===== src/logic/line_sup_pkg.sv =====
package line_sup_pkg;

  // Clock and time base
  localparam int CLK_HZ = 40_000_000;
  localparam int TICK_MS = 1;
  localparam int MS_CYCLES = CLK_HZ / 1000 * TICK_MS;
  localparam int CAD_UNIT_MS = 10;
  localparam int NCH = 2;

  // Register index (byte address = index * 4 + channel * stride)
  localparam logic [2:0] REG_CTRL = 3'h0;
  localparam logic [2:0] REG_SUPV = 3'h1;
  localparam logic [2:0] REG_RING = 3'h2;
  localparam logic [2:0] REG_CAD = 3'h3;
  localparam logic [2:0] REG_STAT = 3'h4;
  localparam logic [2:0] REG_EVT = 3'h5;
  localparam logic [2:0] REG_MASK = 3'h6;
  localparam logic [2:0] REG_TDB = 3'h7;
  localparam logic [7:0] CH_STRIDE = 8'h20;

  // Control fields
  localparam int CTRL_RUN = 0;
  localparam int CTRL_ZXR = 1;
  localparam int CTRL_AC = 2;
  localparam int CTRL_TDC = 3;
  localparam int CTRL_ACT = 4;
  localparam int CTRL_RATE = 5;

  // Supervision fields
  localparam int SUPV_TSH = 0;
  localparam int SUPV_DSH = 3;
  localparam int SUPV_TGK = 8;
  localparam int SUPV_DGK = 11;

  // Ring trip fields
  localparam int RING_TRIP_CURRENT_THRESHOLD = 0;
  localparam int RING_ILR = 8;

  // Cadence fields, 10 ms units
  localparam int CAD_ON = 0;
  localparam int CAD_OFF = 8;

  // Event bits
  localparam int EV_HOOK = 0;
  localparam int EV_GK = 1;
  localparam int EV_TRIP = 2;

  // Reset values
  localparam logic [15:0] CTRL_RST = 16'h0004;
  localparam logic [15:0] SUPV_RST = 16'h0000;
  localparam logic [15:0] RING_RST = 16'h0000;
  localparam logic [15:0] CAD_RST = 16'h0000;
  localparam logic [15:0] MASK_RST = 16'h0000;

  // Current scales, units of 0.5 mA
  localparam logic [7:0] HOOK_THR_BASE = 8'h10;
  localparam logic [7:0] GK_THR_STEP = 8'h0c;
  localparam logic [7:0] ILR_BASE = 8'h64;
  localparam logic [7:0] NEAR_LIMIT = 8'h04;

  // Debounce scales, ms
  localparam logic [5:0] HOOK_DEB_MIN = 6'h0c;
  localparam logic [5:0] GK_DEB_MIN = 6'h04;

  typedef enum logic [2:0] {
    CAD_IDLE,
    CAD_ENTRY,
    CAD_ON_ST,
    CAD_EXIT,
    CAD_OFF_ST
  } cad_state_t;

endpackage


===== src/logic/debounce_timer.sv =====
`timescale 1ns/1ps
module debounce_timer (
  input wire logic clk,
  input wire logic rst_n,
  input wire logic tick,
  input wire logic raw,
  input wire logic [5:0] limit,
  output logic state,
  output logic change
);
  logic raw_q;
  logic state_q;
  logic chg_q;
  logic [5:0] cnt_q;
  wire [5:0] cnt_inc = cnt_q + 6'h01;

  always_ff @(posedge clk or negedge rst_n)
  begin
    if (!rst_n)
    begin
      raw_q <= 1'b0;
      state_q <= 1'b0;
      chg_q <= 1'b0;
      cnt_q <= 6'h00;
    end
    else
    begin
      raw_q <= raw;
      chg_q <= 1'b0;
      if (raw != raw_q)
        cnt_q <= 6'h00;
      else if (raw == state_q)
        cnt_q <= 6'h00;
      else if (tick)
      begin
        if (cnt_inc >= limit)
        begin
          state_q <= raw;
          chg_q <= 1'b1;
          cnt_q <= 6'h00;
        end
        else
          cnt_q <= cnt_inc;
      end
    end
  end

  assign state = state_q;
  assign change = chg_q;
endmodule // debounce_timer


===== src/logic/line_supervision_ring_trip.sv =====
// Functional notes
// - Cadenced ringing exits on off-hook or ring-trip of that channel.
// - Zero-cross control at 0 makes ringing entry and exit smooth.
// - Smooth entry applies ringing within one ringing period.
// - Loop current compared with 3-bit threshold, 8 to 15 mA.
// - Hook comparator debounced by 5-bit timer, 12 to 62 ms.
// - Debounced hook change raises masked interrupt.
// - Capture mode with codec active samples hook every 1, 2, 4 or 8 ms.
// - Hook sample buffer holds six samples per channel.
// - Ground-key detector compares longitudinal current, 3-bit, 0 to 42 mA.
// - Ground-key comparator debounced by 5-bit timer, 4 to 31 ms.
// - Debounced ground-key change raises masked interrupt.
// - Over half a cycle near current limit gives trip indication.
// - Trip indications on two complete cycles declare ring trip.
// - AC-only mode: rectified cycle average over threshold twice sets hook.
// - Trip threshold in 0.5 mA steps, 0 to 63.5 mA.
// - Ringing current limit 50 mA plus 2 mA per code.
`timescale 1ns/1ps
module line_supervision_ring_trip #(
  parameter int MS_CYCLES = line_sup_pkg::MS_CYCLES,
  parameter int TDB_DEPTH = 6
) (
  input wire logic clk_sys,
  input wire logic arst_n,
  input wire logic wb_cyc_i,
  input wire logic wb_stb_i,
  input wire logic wb_we_i,
  input wire logic [7:0] wb_adr_i,
  input wire logic [3:0] wb_sel_i,
  input wire logic [31:0] wb_dat_i,
  output logic [31:0] wb_dat_o,
  output logic wb_ack_o,
  input wire logic [15:0] loop_cur,
  input wire logic [15:0] long_cur,
  input wire logic [17:0] ring_cur,
  input wire logic adc_valid,
  input wire logic [1:0] ring_cycle_end,
  input wire logic [1:0] ring_zero_cross,
  output logic [1:0] ring_apply,
  output logic irq
);
  localparam int MSW = $clog2(MS_CYCLES);

  logic [1:0] rst_sync_q;
  logic rst_n;
  logic [MSW-1:0] ms_cnt_q;
  logic ms_tick_q;
  logic [3:0] cad_cnt_q;
  logic cad_tick_q;
  logic ack_q;
  logic [31:0] dat_q;
  logic irq_q;
  logic [15:0] rd_word [2];
  logic [1:0] irq_ch;
  logic [1:0] apply_ch;

  // Reset release
  always_ff @(posedge clk_sys or negedge arst_n)
  begin
    if (!arst_n)
      rst_sync_q <= 2'h0;
    else
      rst_sync_q <= {rst_sync_q[0], 1'b1};
  end
  assign rst_n = rst_sync_q[1];

  // Millisecond and cadence ticks
  wire ms_wrap = (ms_cnt_q == MSW'(MS_CYCLES - 1));
  wire cad_wrap = (cad_cnt_q == 4'(line_sup_pkg::CAD_UNIT_MS - 1));
  always_ff @(posedge clk_sys or negedge rst_n)
  begin
    if (!rst_n)
    begin
      ms_cnt_q <= '0;
      ms_tick_q <= 1'b0;
      cad_cnt_q <= 4'h0;
      cad_tick_q <= 1'b0;
    end
    else
    begin
      ms_cnt_q <= ms_wrap ? '0 : ms_cnt_q + MSW'(1);
      ms_tick_q <= ms_wrap;
      cad_tick_q <= ms_tick_q & cad_wrap;
      if (ms_tick_q)
        cad_cnt_q <= cad_wrap ? 4'h0 : cad_cnt_q + 4'h1;
    end
  end

  // Bus decode
  wire req = wb_cyc_i & wb_stb_i & ~ack_q;
  wire mapped = (wb_adr_i[7:6] == 2'h0);
  wire ch_sel = wb_adr_i[5];
  wire [2:0] reg_sel = wb_adr_i[4:2];
  wire [15:0] wmask = {{8{wb_sel_i[1]}}, {8{wb_sel_i[0]}}};
  wire [15:0] wdat = wb_dat_i[15:0];
  wire [31:0] rdata_d = mapped ? {16'h0000, rd_word[ch_sel]} : 32'h0;

  always_ff @(posedge clk_sys or negedge rst_n)
  begin
    if (!rst_n)
    begin
      ack_q <= 1'b0;
      dat_q <= 32'h0;
      irq_q <= 1'b0;
    end
    else
    begin
      ack_q <= req;
      if (req && !wb_we_i)
        dat_q <= rdata_d;
      irq_q <= |irq_ch;
    end
  end

  assign wb_ack_o = ack_q;
  assign wb_dat_o = dat_q;
  assign irq = irq_q;
  assign ring_apply = apply_ch;

  genvar ch;
  generate
    for (ch = 0; ch < line_sup_pkg::NCH; ch++)
    begin : g_ch
      logic [15:0] ctrl_q;
      logic [15:0] supv_q;
      logic [15:0] ring_q;
      logic [15:0] cad_q;
      logic [15:0] mask_q;
      logic [2:0] evt_q;
      logic hook_deb;
      logic hook_chg;
      logic gk_deb;
      logic gk_chg;
      logic [19:0] acc_i_q;
      logic [19:0] acc_t_q;
      logic [11:0] n_q;
      logic [11:0] dcn_q;
      logic [11:0] limn_q;
      logic prev_q;
      logic trip_q;
      line_sup_pkg::cad_state_t cad_st_q;
      line_sup_pkg::cad_state_t cad_d;
      logic [7:0] tmr_q;
      logic apply_q;
      logic [3:0] smp_cnt_q;
      logic [TDB_DEPTH-1:0] tdb_q;
      logic [2:0] tdb_n_q;

      wire sel_me = req & mapped & (ch_sel == 1'(ch));
      wire wr = sel_me & wb_we_i;
      wire rd_tdb = sel_me & ~wb_we_i & (reg_sel == line_sup_pkg::REG_TDB);
      wire run = ctrl_q[line_sup_pkg::CTRL_RUN];
      wire zero_cross_ring_ctrl = ctrl_q[line_sup_pkg::CTRL_ZXR];
      wire ac_only = ctrl_q[line_sup_pkg::CTRL_AC];
      wire capture = ctrl_q[line_sup_pkg::CTRL_TDC] &
                     ctrl_q[line_sup_pkg::CTRL_ACT];
      wire [1:0] rate = ctrl_q[line_sup_pkg::CTRL_RATE +: 2];
      wire [2:0] offhook_threshold = supv_q[line_sup_pkg::SUPV_TSH +: 3];
      wire [4:0] offhook_debounce_time = supv_q[line_sup_pkg::SUPV_DSH +: 5];
      wire [2:0] gndkey_threshold = supv_q[line_sup_pkg::SUPV_TGK +: 3];
      wire [4:0] gndkey_debounce_time = supv_q[line_sup_pkg::SUPV_DGK +: 5];
      wire [6:0] trip_current_threshold = ring_q[line_sup_pkg::RING_TRIP_CURRENT_THRESHOLD +: 7];
      wire [4:0] ringing_current_limit = ring_q[line_sup_pkg::RING_ILR +: 5];
      wire [7:0] on_t = cad_q[line_sup_pkg::CAD_ON +: 8];
      wire [7:0] off_t = cad_q[line_sup_pkg::CAD_OFF +: 8];
      wire [7:0] loop_i = loop_cur[ch*8 +: 8];
      wire [7:0] long_i = long_cur[ch*8 +: 8];
      wire [8:0] ring_i = ring_cur[ch*9 +: 9];
      wire cend = ring_cycle_end[ch];
      wire zc = ring_zero_cross[ch];

      wire [7:0] hook_thr = line_sup_pkg::HOOK_THR_BASE + {4'h0, offhook_threshold, 1'b0};
      wire hook_raw = (loop_i >= hook_thr);
      wire [7:0] gk_thr = 8'({5'h00, gndkey_threshold} * line_sup_pkg::GK_THR_STEP);
      wire gk_raw = (long_i > gk_thr);
      wire [5:0] dsh_ms = {offhook_debounce_time, 1'b0};
      wire [5:0] dgk_ms = {1'b0, gndkey_debounce_time};
      wire [5:0] hook_lim = (dsh_ms < line_sup_pkg::HOOK_DEB_MIN) ?
                            line_sup_pkg::HOOK_DEB_MIN : dsh_ms;
      wire [5:0] gk_lim = (dgk_ms < line_sup_pkg::GK_DEB_MIN) ?
                          line_sup_pkg::GK_DEB_MIN : dgk_ms;

      debounce_timer u_hook (
        .clk(clk_sys),
        .rst_n(rst_n),
        .tick(ms_tick_q),
        .raw(hook_raw),
        .limit(hook_lim),
        .state(hook_deb),
        .change(hook_chg)
      );
      debounce_timer u_gk (
        .clk(clk_sys),
        .rst_n(rst_n),
        .tick(ms_tick_q),
        .raw(gk_raw),
        .limit(gk_lim),
        .state(gk_deb),
        .change(gk_chg)
      );

      wire [7:0] half = ring_i[8] ? 8'h00 : ring_i[7:0];
      wire [8:0] neg = 9'h000 - ring_i;
      wire [7:0] mag = ring_i[8] ? (neg[8] ? 8'hff : neg[7:0]) : ring_i[7:0];
      wire [7:0] ilim = line_sup_pkg::ILR_BASE + {1'b0, ringing_current_limit, 2'h0};
      wire near_lim = (mag >= ilim - line_sup_pkg::NEAR_LIMIT);
      wire over = (half > {1'b0, trip_current_threshold});
      wire ac_ind = (acc_i_q > acc_t_q);
      wire dc_ind = ({dcn_q, 1'b0} > {1'b0, n_q});
      wire lim_ind = ({limn_q, 1'b0} > {1'b0, n_q});
      wire ind = (n_q != 12'h000) & ((ac_only ? ac_ind : dc_ind) | lim_ind);
      wire confirm = cend & ind & prev_q;
      wire trip_clr = wr & (reg_sel == line_sup_pkg::REG_CTRL) &
                      wmask[line_sup_pkg::CTRL_RUN] &
                      wdat[line_sup_pkg::CTRL_RUN];

      always_ff @(posedge clk_sys or negedge rst_n)
      begin
        if (!rst_n)
        begin
          acc_i_q <= 20'h00000;
          acc_t_q <= 20'h00000;
          n_q <= 12'h000;
          dcn_q <= 12'h000;
          limn_q <= 12'h000;
          prev_q <= 1'b0;
        end
        else if (!apply_q || cend)
        begin
          acc_i_q <= 20'h00000;
          acc_t_q <= 20'h00000;
          n_q <= 12'h000;
          dcn_q <= 12'h000;
          limn_q <= 12'h000;
          prev_q <= apply_q & ind;
        end
        else if (adc_valid)
        begin
          acc_i_q <= acc_i_q + {12'h000, half};
          acc_t_q <= acc_t_q + {13'h0000, trip_current_threshold};
          n_q <= n_q + 12'h001;
          dcn_q <= dcn_q + {11'h000, over};
          limn_q <= limn_q + {11'h000, near_lim};
        end
      end

      // Trip flag, set wins over restart
      always_ff @(posedge clk_sys or negedge rst_n)
      begin
        if (!rst_n)
          trip_q <= 1'b0;
        else
          trip_q <= (apply_q & confirm) | (trip_q & ~trip_clr);
      end

      wire stop = hook_deb | trip_q;
      wire edge_ok = zero_cross_ring_ctrl | zc | cend;
      always_comb
      begin
        cad_d = cad_st_q;
        case (cad_st_q)
          line_sup_pkg::CAD_IDLE:
            if (run && !stop)
              cad_d = line_sup_pkg::CAD_ENTRY;
          line_sup_pkg::CAD_ENTRY:
            if (!run || stop)
              cad_d = line_sup_pkg::CAD_IDLE;
            else if (edge_ok)
              cad_d = line_sup_pkg::CAD_ON_ST;
          line_sup_pkg::CAD_ON_ST:
            if (!run || stop || (on_t != 8'h00 && tmr_q >= on_t))
              cad_d = line_sup_pkg::CAD_EXIT;
          line_sup_pkg::CAD_EXIT:
            if (edge_ok)
              cad_d = (!run || stop) ? line_sup_pkg::CAD_IDLE :
                      line_sup_pkg::CAD_OFF_ST;
          line_sup_pkg::CAD_OFF_ST:
            if (!run || stop)
              cad_d = line_sup_pkg::CAD_IDLE;
            else if (tmr_q >= off_t)
              cad_d = line_sup_pkg::CAD_ENTRY;
          default:
            cad_d = line_sup_pkg::CAD_IDLE;
        endcase
      end

      wire abort = stop & (cad_st_q != line_sup_pkg::CAD_IDLE);
      always_ff @(posedge clk_sys or negedge rst_n)
      begin
        if (!rst_n)
        begin
          cad_st_q <= line_sup_pkg::CAD_IDLE;
          tmr_q <= 8'h00;
          apply_q <= 1'b0;
        end
        else
        begin
          cad_st_q <= cad_d;
          if (cad_d != cad_st_q)
            tmr_q <= 8'h00;
          else if (cad_tick_q && tmr_q != 8'hff)
            tmr_q <= tmr_q + 8'h01;
          apply_q <= (cad_d == line_sup_pkg::CAD_ON_ST) ||
                     (cad_d == line_sup_pkg::CAD_EXIT);
        end
      end

      // Register writes; abort drops the run request
      wire wr_ctrl = wr & (reg_sel == line_sup_pkg::REG_CTRL);
      always_ff @(posedge clk_sys or negedge rst_n)
      begin
        if (!rst_n)
        begin
          ctrl_q <= line_sup_pkg::CTRL_RST;
          supv_q <= line_sup_pkg::SUPV_RST;
          ring_q <= line_sup_pkg::RING_RST;
          cad_q <= line_sup_pkg::CAD_RST;
          mask_q <= line_sup_pkg::MASK_RST;
        end
        else
        begin
          if (wr_ctrl)
            ctrl_q <= (ctrl_q & ~wmask) | (wdat & wmask);
          else if (abort)
            ctrl_q[line_sup_pkg::CTRL_RUN] <= 1'b0;
          if (wr && reg_sel == line_sup_pkg::REG_SUPV)
            supv_q <= (supv_q & ~wmask) | (wdat & wmask);
          if (wr && reg_sel == line_sup_pkg::REG_RING)
            ring_q <= (ring_q & ~wmask) | (wdat & wmask);
          if (wr && reg_sel == line_sup_pkg::REG_CAD)
            cad_q <= (cad_q & ~wmask) | (wdat & wmask);
          if (wr && reg_sel == line_sup_pkg::REG_MASK)
            mask_q <= (mask_q & ~wmask) | (wdat & wmask);
        end
      end

      // sticky events, set wins over clear
      wire [2:0] evt_set = {confirm & apply_q & ~trip_q, gk_chg, hook_chg};
      wire [2:0] evt_clr = (wr && reg_sel == line_sup_pkg::REG_EVT) ?
                           (wdat[2:0] & wmask[2:0]) : 3'h0;
      always_ff @(posedge clk_sys or negedge rst_n)
      begin
        if (!rst_n)
          evt_q <= 3'h0;
        else
          evt_q <= (evt_q & ~evt_clr) | evt_set;
      end
      assign irq_ch[ch] = |(evt_q & mask_q[2:0]);

      wire [3:0] smp_per = 4'h1 << rate;
      wire smp_now = capture & ms_tick_q & (smp_cnt_q + 4'h1 >= smp_per);
      always_ff @(posedge clk_sys or negedge rst_n)
      begin
        if (!rst_n)
        begin
          smp_cnt_q <= 4'h0;
          tdb_q <= '0;
          tdb_n_q <= 3'h0;
        end
        else
        begin
          if (!capture || smp_now)
            smp_cnt_q <= 4'h0;
          else if (ms_tick_q)
            smp_cnt_q <= smp_cnt_q + 4'h1;
          if (smp_now)
          begin
            tdb_q <= {tdb_q[TDB_DEPTH-2:0], hook_deb | trip_q};
            if (rd_tdb)
              tdb_n_q <= 3'h1;
            else if (tdb_n_q != 3'(TDB_DEPTH))
              tdb_n_q <= tdb_n_q + 3'h1;
          end
          else if (rd_tdb)
            tdb_n_q <= 3'h0;
        end
      end

      // Read mux
      wire [15:0] stat = {12'h000, apply_q, trip_q, gk_deb, hook_deb | trip_q};
      wire [15:0] tdb_w = {5'h00, tdb_n_q, 2'h0, 6'(tdb_q)};
      assign rd_word[ch] =
        (reg_sel == line_sup_pkg::REG_CTRL) ? ctrl_q :
        (reg_sel == line_sup_pkg::REG_SUPV) ? supv_q :
        (reg_sel == line_sup_pkg::REG_RING) ? ring_q :
        (reg_sel == line_sup_pkg::REG_CAD) ? cad_q :
        (reg_sel == line_sup_pkg::REG_STAT) ? stat :
        (reg_sel == line_sup_pkg::REG_EVT) ? {13'h0000, evt_q} :
        (reg_sel == line_sup_pkg::REG_MASK) ? mask_q : tdb_w;
      assign apply_ch[ch] = apply_q;
    end
  endgenerate
endmodule // line_supervision_ring_trip


===== config.mk =====
export PLATFORM = sky130hd
export DESIGN_NAME = line_supervision_ring_trip
export DESIGN_NICKNAME = d
export VERILOG_FILES = /design/src/logic/line_sup_pkg.sv /design/src/logic/debounce_timer.sv /design/src/logic/line_supervision_ring_trip.sv
export SDC_FILE = /design/constraint.sdc
export NUM_CORES = 1
export LEC_CHECK = 0
export ABC_CLOCK_PERIOD_IN_PS = 14790
export BUFFER_PORTS_ARGS = -buffer_cell sky130_fd_sc_hd__buf_2
export CAP_MARGIN = 5
export CORE_MARGIN = 2
export CORE_UTILIZATION = 45
export CTS_BUF_LIST = sky130_fd_sc_hd__clkbuf_16
export DETAILED_ROUTE_END_ITERATION = 12
export PLACE_DENSITY_LB_ADDON = 0.12
export SETUP_SLACK_MARGIN = 0.4
export SKIP_LAST_GASP = 1
export SLEW_MARGIN = 40
export SYNTH_ARGS = -nofsm -noshare
export SYNTH_HDL_FRONTEND = slang
export SYNTH_HIERARCHICAL = 1
export SYNTH_SLANG_ARGS = --single-unit

===== constraint.sdc =====
create_clock -name clk_sys -period 14.79 [get_ports clk_sys]
set_clock_uncertainty 0.15 [all_clocks]
set_input_delay 0.7395 -clock clk_sys [delete_from_list [all_inputs] [get_ports clk_sys]]
set_output_delay 0.7395 -clock clk_sys [all_outputs]
set_load 0.005 [all_outputs]

==> results.py <==
metrics = {
    "min_path": {
        "min_from": "rst_sync_q[0]",
        "min_path_type": "reg2reg",
    },
    "setup_path": {
        "crit_path_max_fanout": 4,
        "critical_path_required_ns": 15.12,
        "criticalPathCategory": "in2reg",
        "crit_family": "simple AND/OR/NAND/NOR gates",
        "crit_path_end_kind": "flip-flop",
        "critical_path.startpoint": "ring_cur[1]",
        "reg2reg_slack_ns": 11.29,
        "cp-endpoint": "g_ch[0].limn_q[8]",
        "r2r_end": "g_ch[1].u_gk/state",
        "crit_cells": 22,
        "start_kind": "primary input",
        "arrival_ns": 3.83,
        "crit_path_max_incr_delay_ns": 0.38,
        "reg2reg_depth": 11,
        "crit_chain": "buf_2 -> inv_1 -> ha_1 -> nand2b_1 -> nor4_1 -> nand3_1 -> nand2_1 -> ha_1 -> o21a_1 -> o21ai_0 -> nand2b_1 -> a21oi_1 -> nor2b_1 -> o21ai_0 -> nand2b_1 -> ha_1 -> ha_1 -> nand3_1 -> nor2_1 -> nand4_1 -> xor2_1 -> nor2_1",
        "path_buf_inv": 2,
        "critical_path.slowest_cell": "nor4_1",
        "crit_top_cell": "ha_1",
    },
    "job": {
        "maxCapViolCount": 0,
    },
    "global_route": {
        "grt_pass1_vias": 21400,
        "grt_max_degree": 80,
        "grtUsageTotal": 0.236,
        "antenna_found_initial": 1,
        "grt_overflow_total": 0,
        "grt_pass1_wl_mm": 119,
    },
    "floorplanning": {
        "core_area_um2": 61500,
        "die_x_um": 253,
        "ios": 140,
        "num_rows": 91,
        "die-area_um2": 64100,
        "start_util": 0.454,
        "die_height_um": 253,
    },
    "power": {
        "p_per_area_nw_per_um2": 93.2,
        "ir_worst_vdd_v": 0.0000761,
        "finalPower_mw": 2.89,
        "p_leak_nw": 14.8,
    },
    "clock_network": {
        "cts_resized": 0,
        "postCtsHoldBufs": 1,
        "cts_tree": "done",
        "clock_latency_ns": 0.63,
        "clkTransAtPathRegs_ns": 0.06,
        "htree_levels": 2,
        "cts.sinks": 450,
        "postCtsSetupBuffers": 0,
        "cts_made_buffers": 55,
        "cts_root_buf": "clkbuf_16",
        "cts.path.max_buffers": 3,
    },
    "layout": {
        "finalNetCount": 3314,
        "final_cell_mix": "dfrtp_1 (447), nor2_1 (282), ha_1 (255)",
        "layout_commonest_cell": "dfrtp_1",
        "synthToLayoutAreaGrowth_pct": 11.2,
        "drive_gt1_frac": 0.138,
        "regArea_um2": 11300,
        "design_area_um2": 31000,
        "final_core_util": 0.505,
        "fill_cells": 5621,
        "multi_input_area_um2": 15500,
    },
    "sta": {
        "fmax_ghz": 0.286,
        "worst_slew_pin_slew_ns": 0.774,
        "post-route-min-period_ns": 3.50,
        "rsz0062_at_grt": "false",
        "setup_viol": 0,
        "final_hold_viol_count": 0,
        "holdWs_ns": 0.213,
        "finalSetupTns_ns": 0,
        "relSlewSlack": 0.482,
        "min_period_over_period": 0.237,
        "final_max_slew_viol_count": 0,
    },
    "detailed_routing": {
        "wl_met1_mm": 34.9,
        "vias": 21400,
        "drtIter0Drc": 1246,
        "wl_met2_mm": 33.7,
        "antenna_left": 0,
        "wl_mm": 74.3,
        "met3WireLength_mm": 3.76,
        "wl_per_cell_um": 19.6,
        "vias_per_cell": 5.65,
        "first_pass_iters": 6,
        "highest_layer": "met4",
        "drc_errors": 0,
    },
    "synthesis": {
        "ys_warn_count": 6,
        "ys.flop_type": "dfrtp_1",
        "ys_ff_latch": 450,
        "syn_area_um2": 27900,
        "ys_types": 85,
        "syn_avg_cell_area_um2": 9.72,
        "netlist_instances": 2874,
        "yosysSeqAreaShare": 0.403,
        "async_flop_share": 1.00,
        "synth_edf_count": 0,
    },
    "place": {
        "dp_hpwl_mm": 54.2,
        "port-buffer-count": 103,
        "place_area_um2": 29100,
        "place_congestion": 0.897,
    },
    "status": {
        "status": "finished, final reports clean",
    },
}
## metrics by stage
step	instances	setup slack [ns]
2_1_floorplan	2893	1.17
3_3_place_gp	3680	10.68
3_5_place_dp	3680	10.65
4_1_cts	3784	11.27
5_1_grt	3786	10.76
6_report	3786	11.29
## per-layer routing
metal / global-route usage / vias up
met3: 0.0364 / 116
met1: 0.337 / 10500
met2: 0.371 / 465
met5: 0 / -
met4: 0.0688 / 0
li1: - / 10300
## synthesized netlist by cell type (21+ instances only)
cell | count | area [um2]
nand2_1 | 207 | 777
inv_1 | 190 | 713
a21oi_1 | 142 | 711
buf_2 | 27 | 135
xor2_1 | 72 | 631
a21o_1 | 44 | 330
clkbuf_1 | 60 | 225
nand3_1 | 102 | 510
a22o_1 | 33 | 289
mux2_2 | 135 | 1520
nor2_1 | 284 | 1070
nand2b_1 | 38 | 238
a211oi_1 | 24 | 180
xnor2_1 | 106 | 928
o21ai_0 | 132 | 661
nand4_1 | 52 | 325
mux2i_1 | 59 | 591
nor2b_1 | 37 | 231
nor3_1 | 40 | 200
and3_1 | 31 | 194
dfrtp_1 | 448 | 11200
ha_1 | 255 | 3190
buf_4 | 21 | 158
## worst min path at each step
stage	to	cells past startpoint	slack, ns
global route	rst_sync_q[1]	0	0.23
detailed placement	rst_sync_q[1]	0	0.19
finish	rst_sync_q[1]	0	0.21
CTS	rst_sync_q[1]	0	0.21
global placement	rst_sync_q[1]	0	0.20
floorplan	rst_sync_q[1]	0	0.18
## report_power, final
part           switching, mW  total, mW  internal, mW
Clock                  0.567       1.42         0.853
Combinational          0.132      0.204        0.0721
Sequential            0.0206       1.27          1.25
## final cells by class
class,count,share of cell area
antenna,1,0.0000806
multi-input combinational,2130,0.499
tap,790,0.0318
sequential,450,0.363
inverter,190,0.0230
timing repair buffer,122,0.0225
clock inverter,48,0.0167
clock buffer,55,0.0443
## cells by family (layout without fill, tap and decap cells)
kind of cell,after synthesis,count (layout),synth area share
simple gates,907,907,0.159
fa+ha+maj,261,261,0.119
compound gates,548,548,0.128
xor+xnor,178,178,0.0558
mux,215,215,0.0890
other cells,2,22,0.000269
flops,450,450,0.403
buf+inv,313,415,0.0462
No activity file was read; power rests on OpenSTA's default activity.
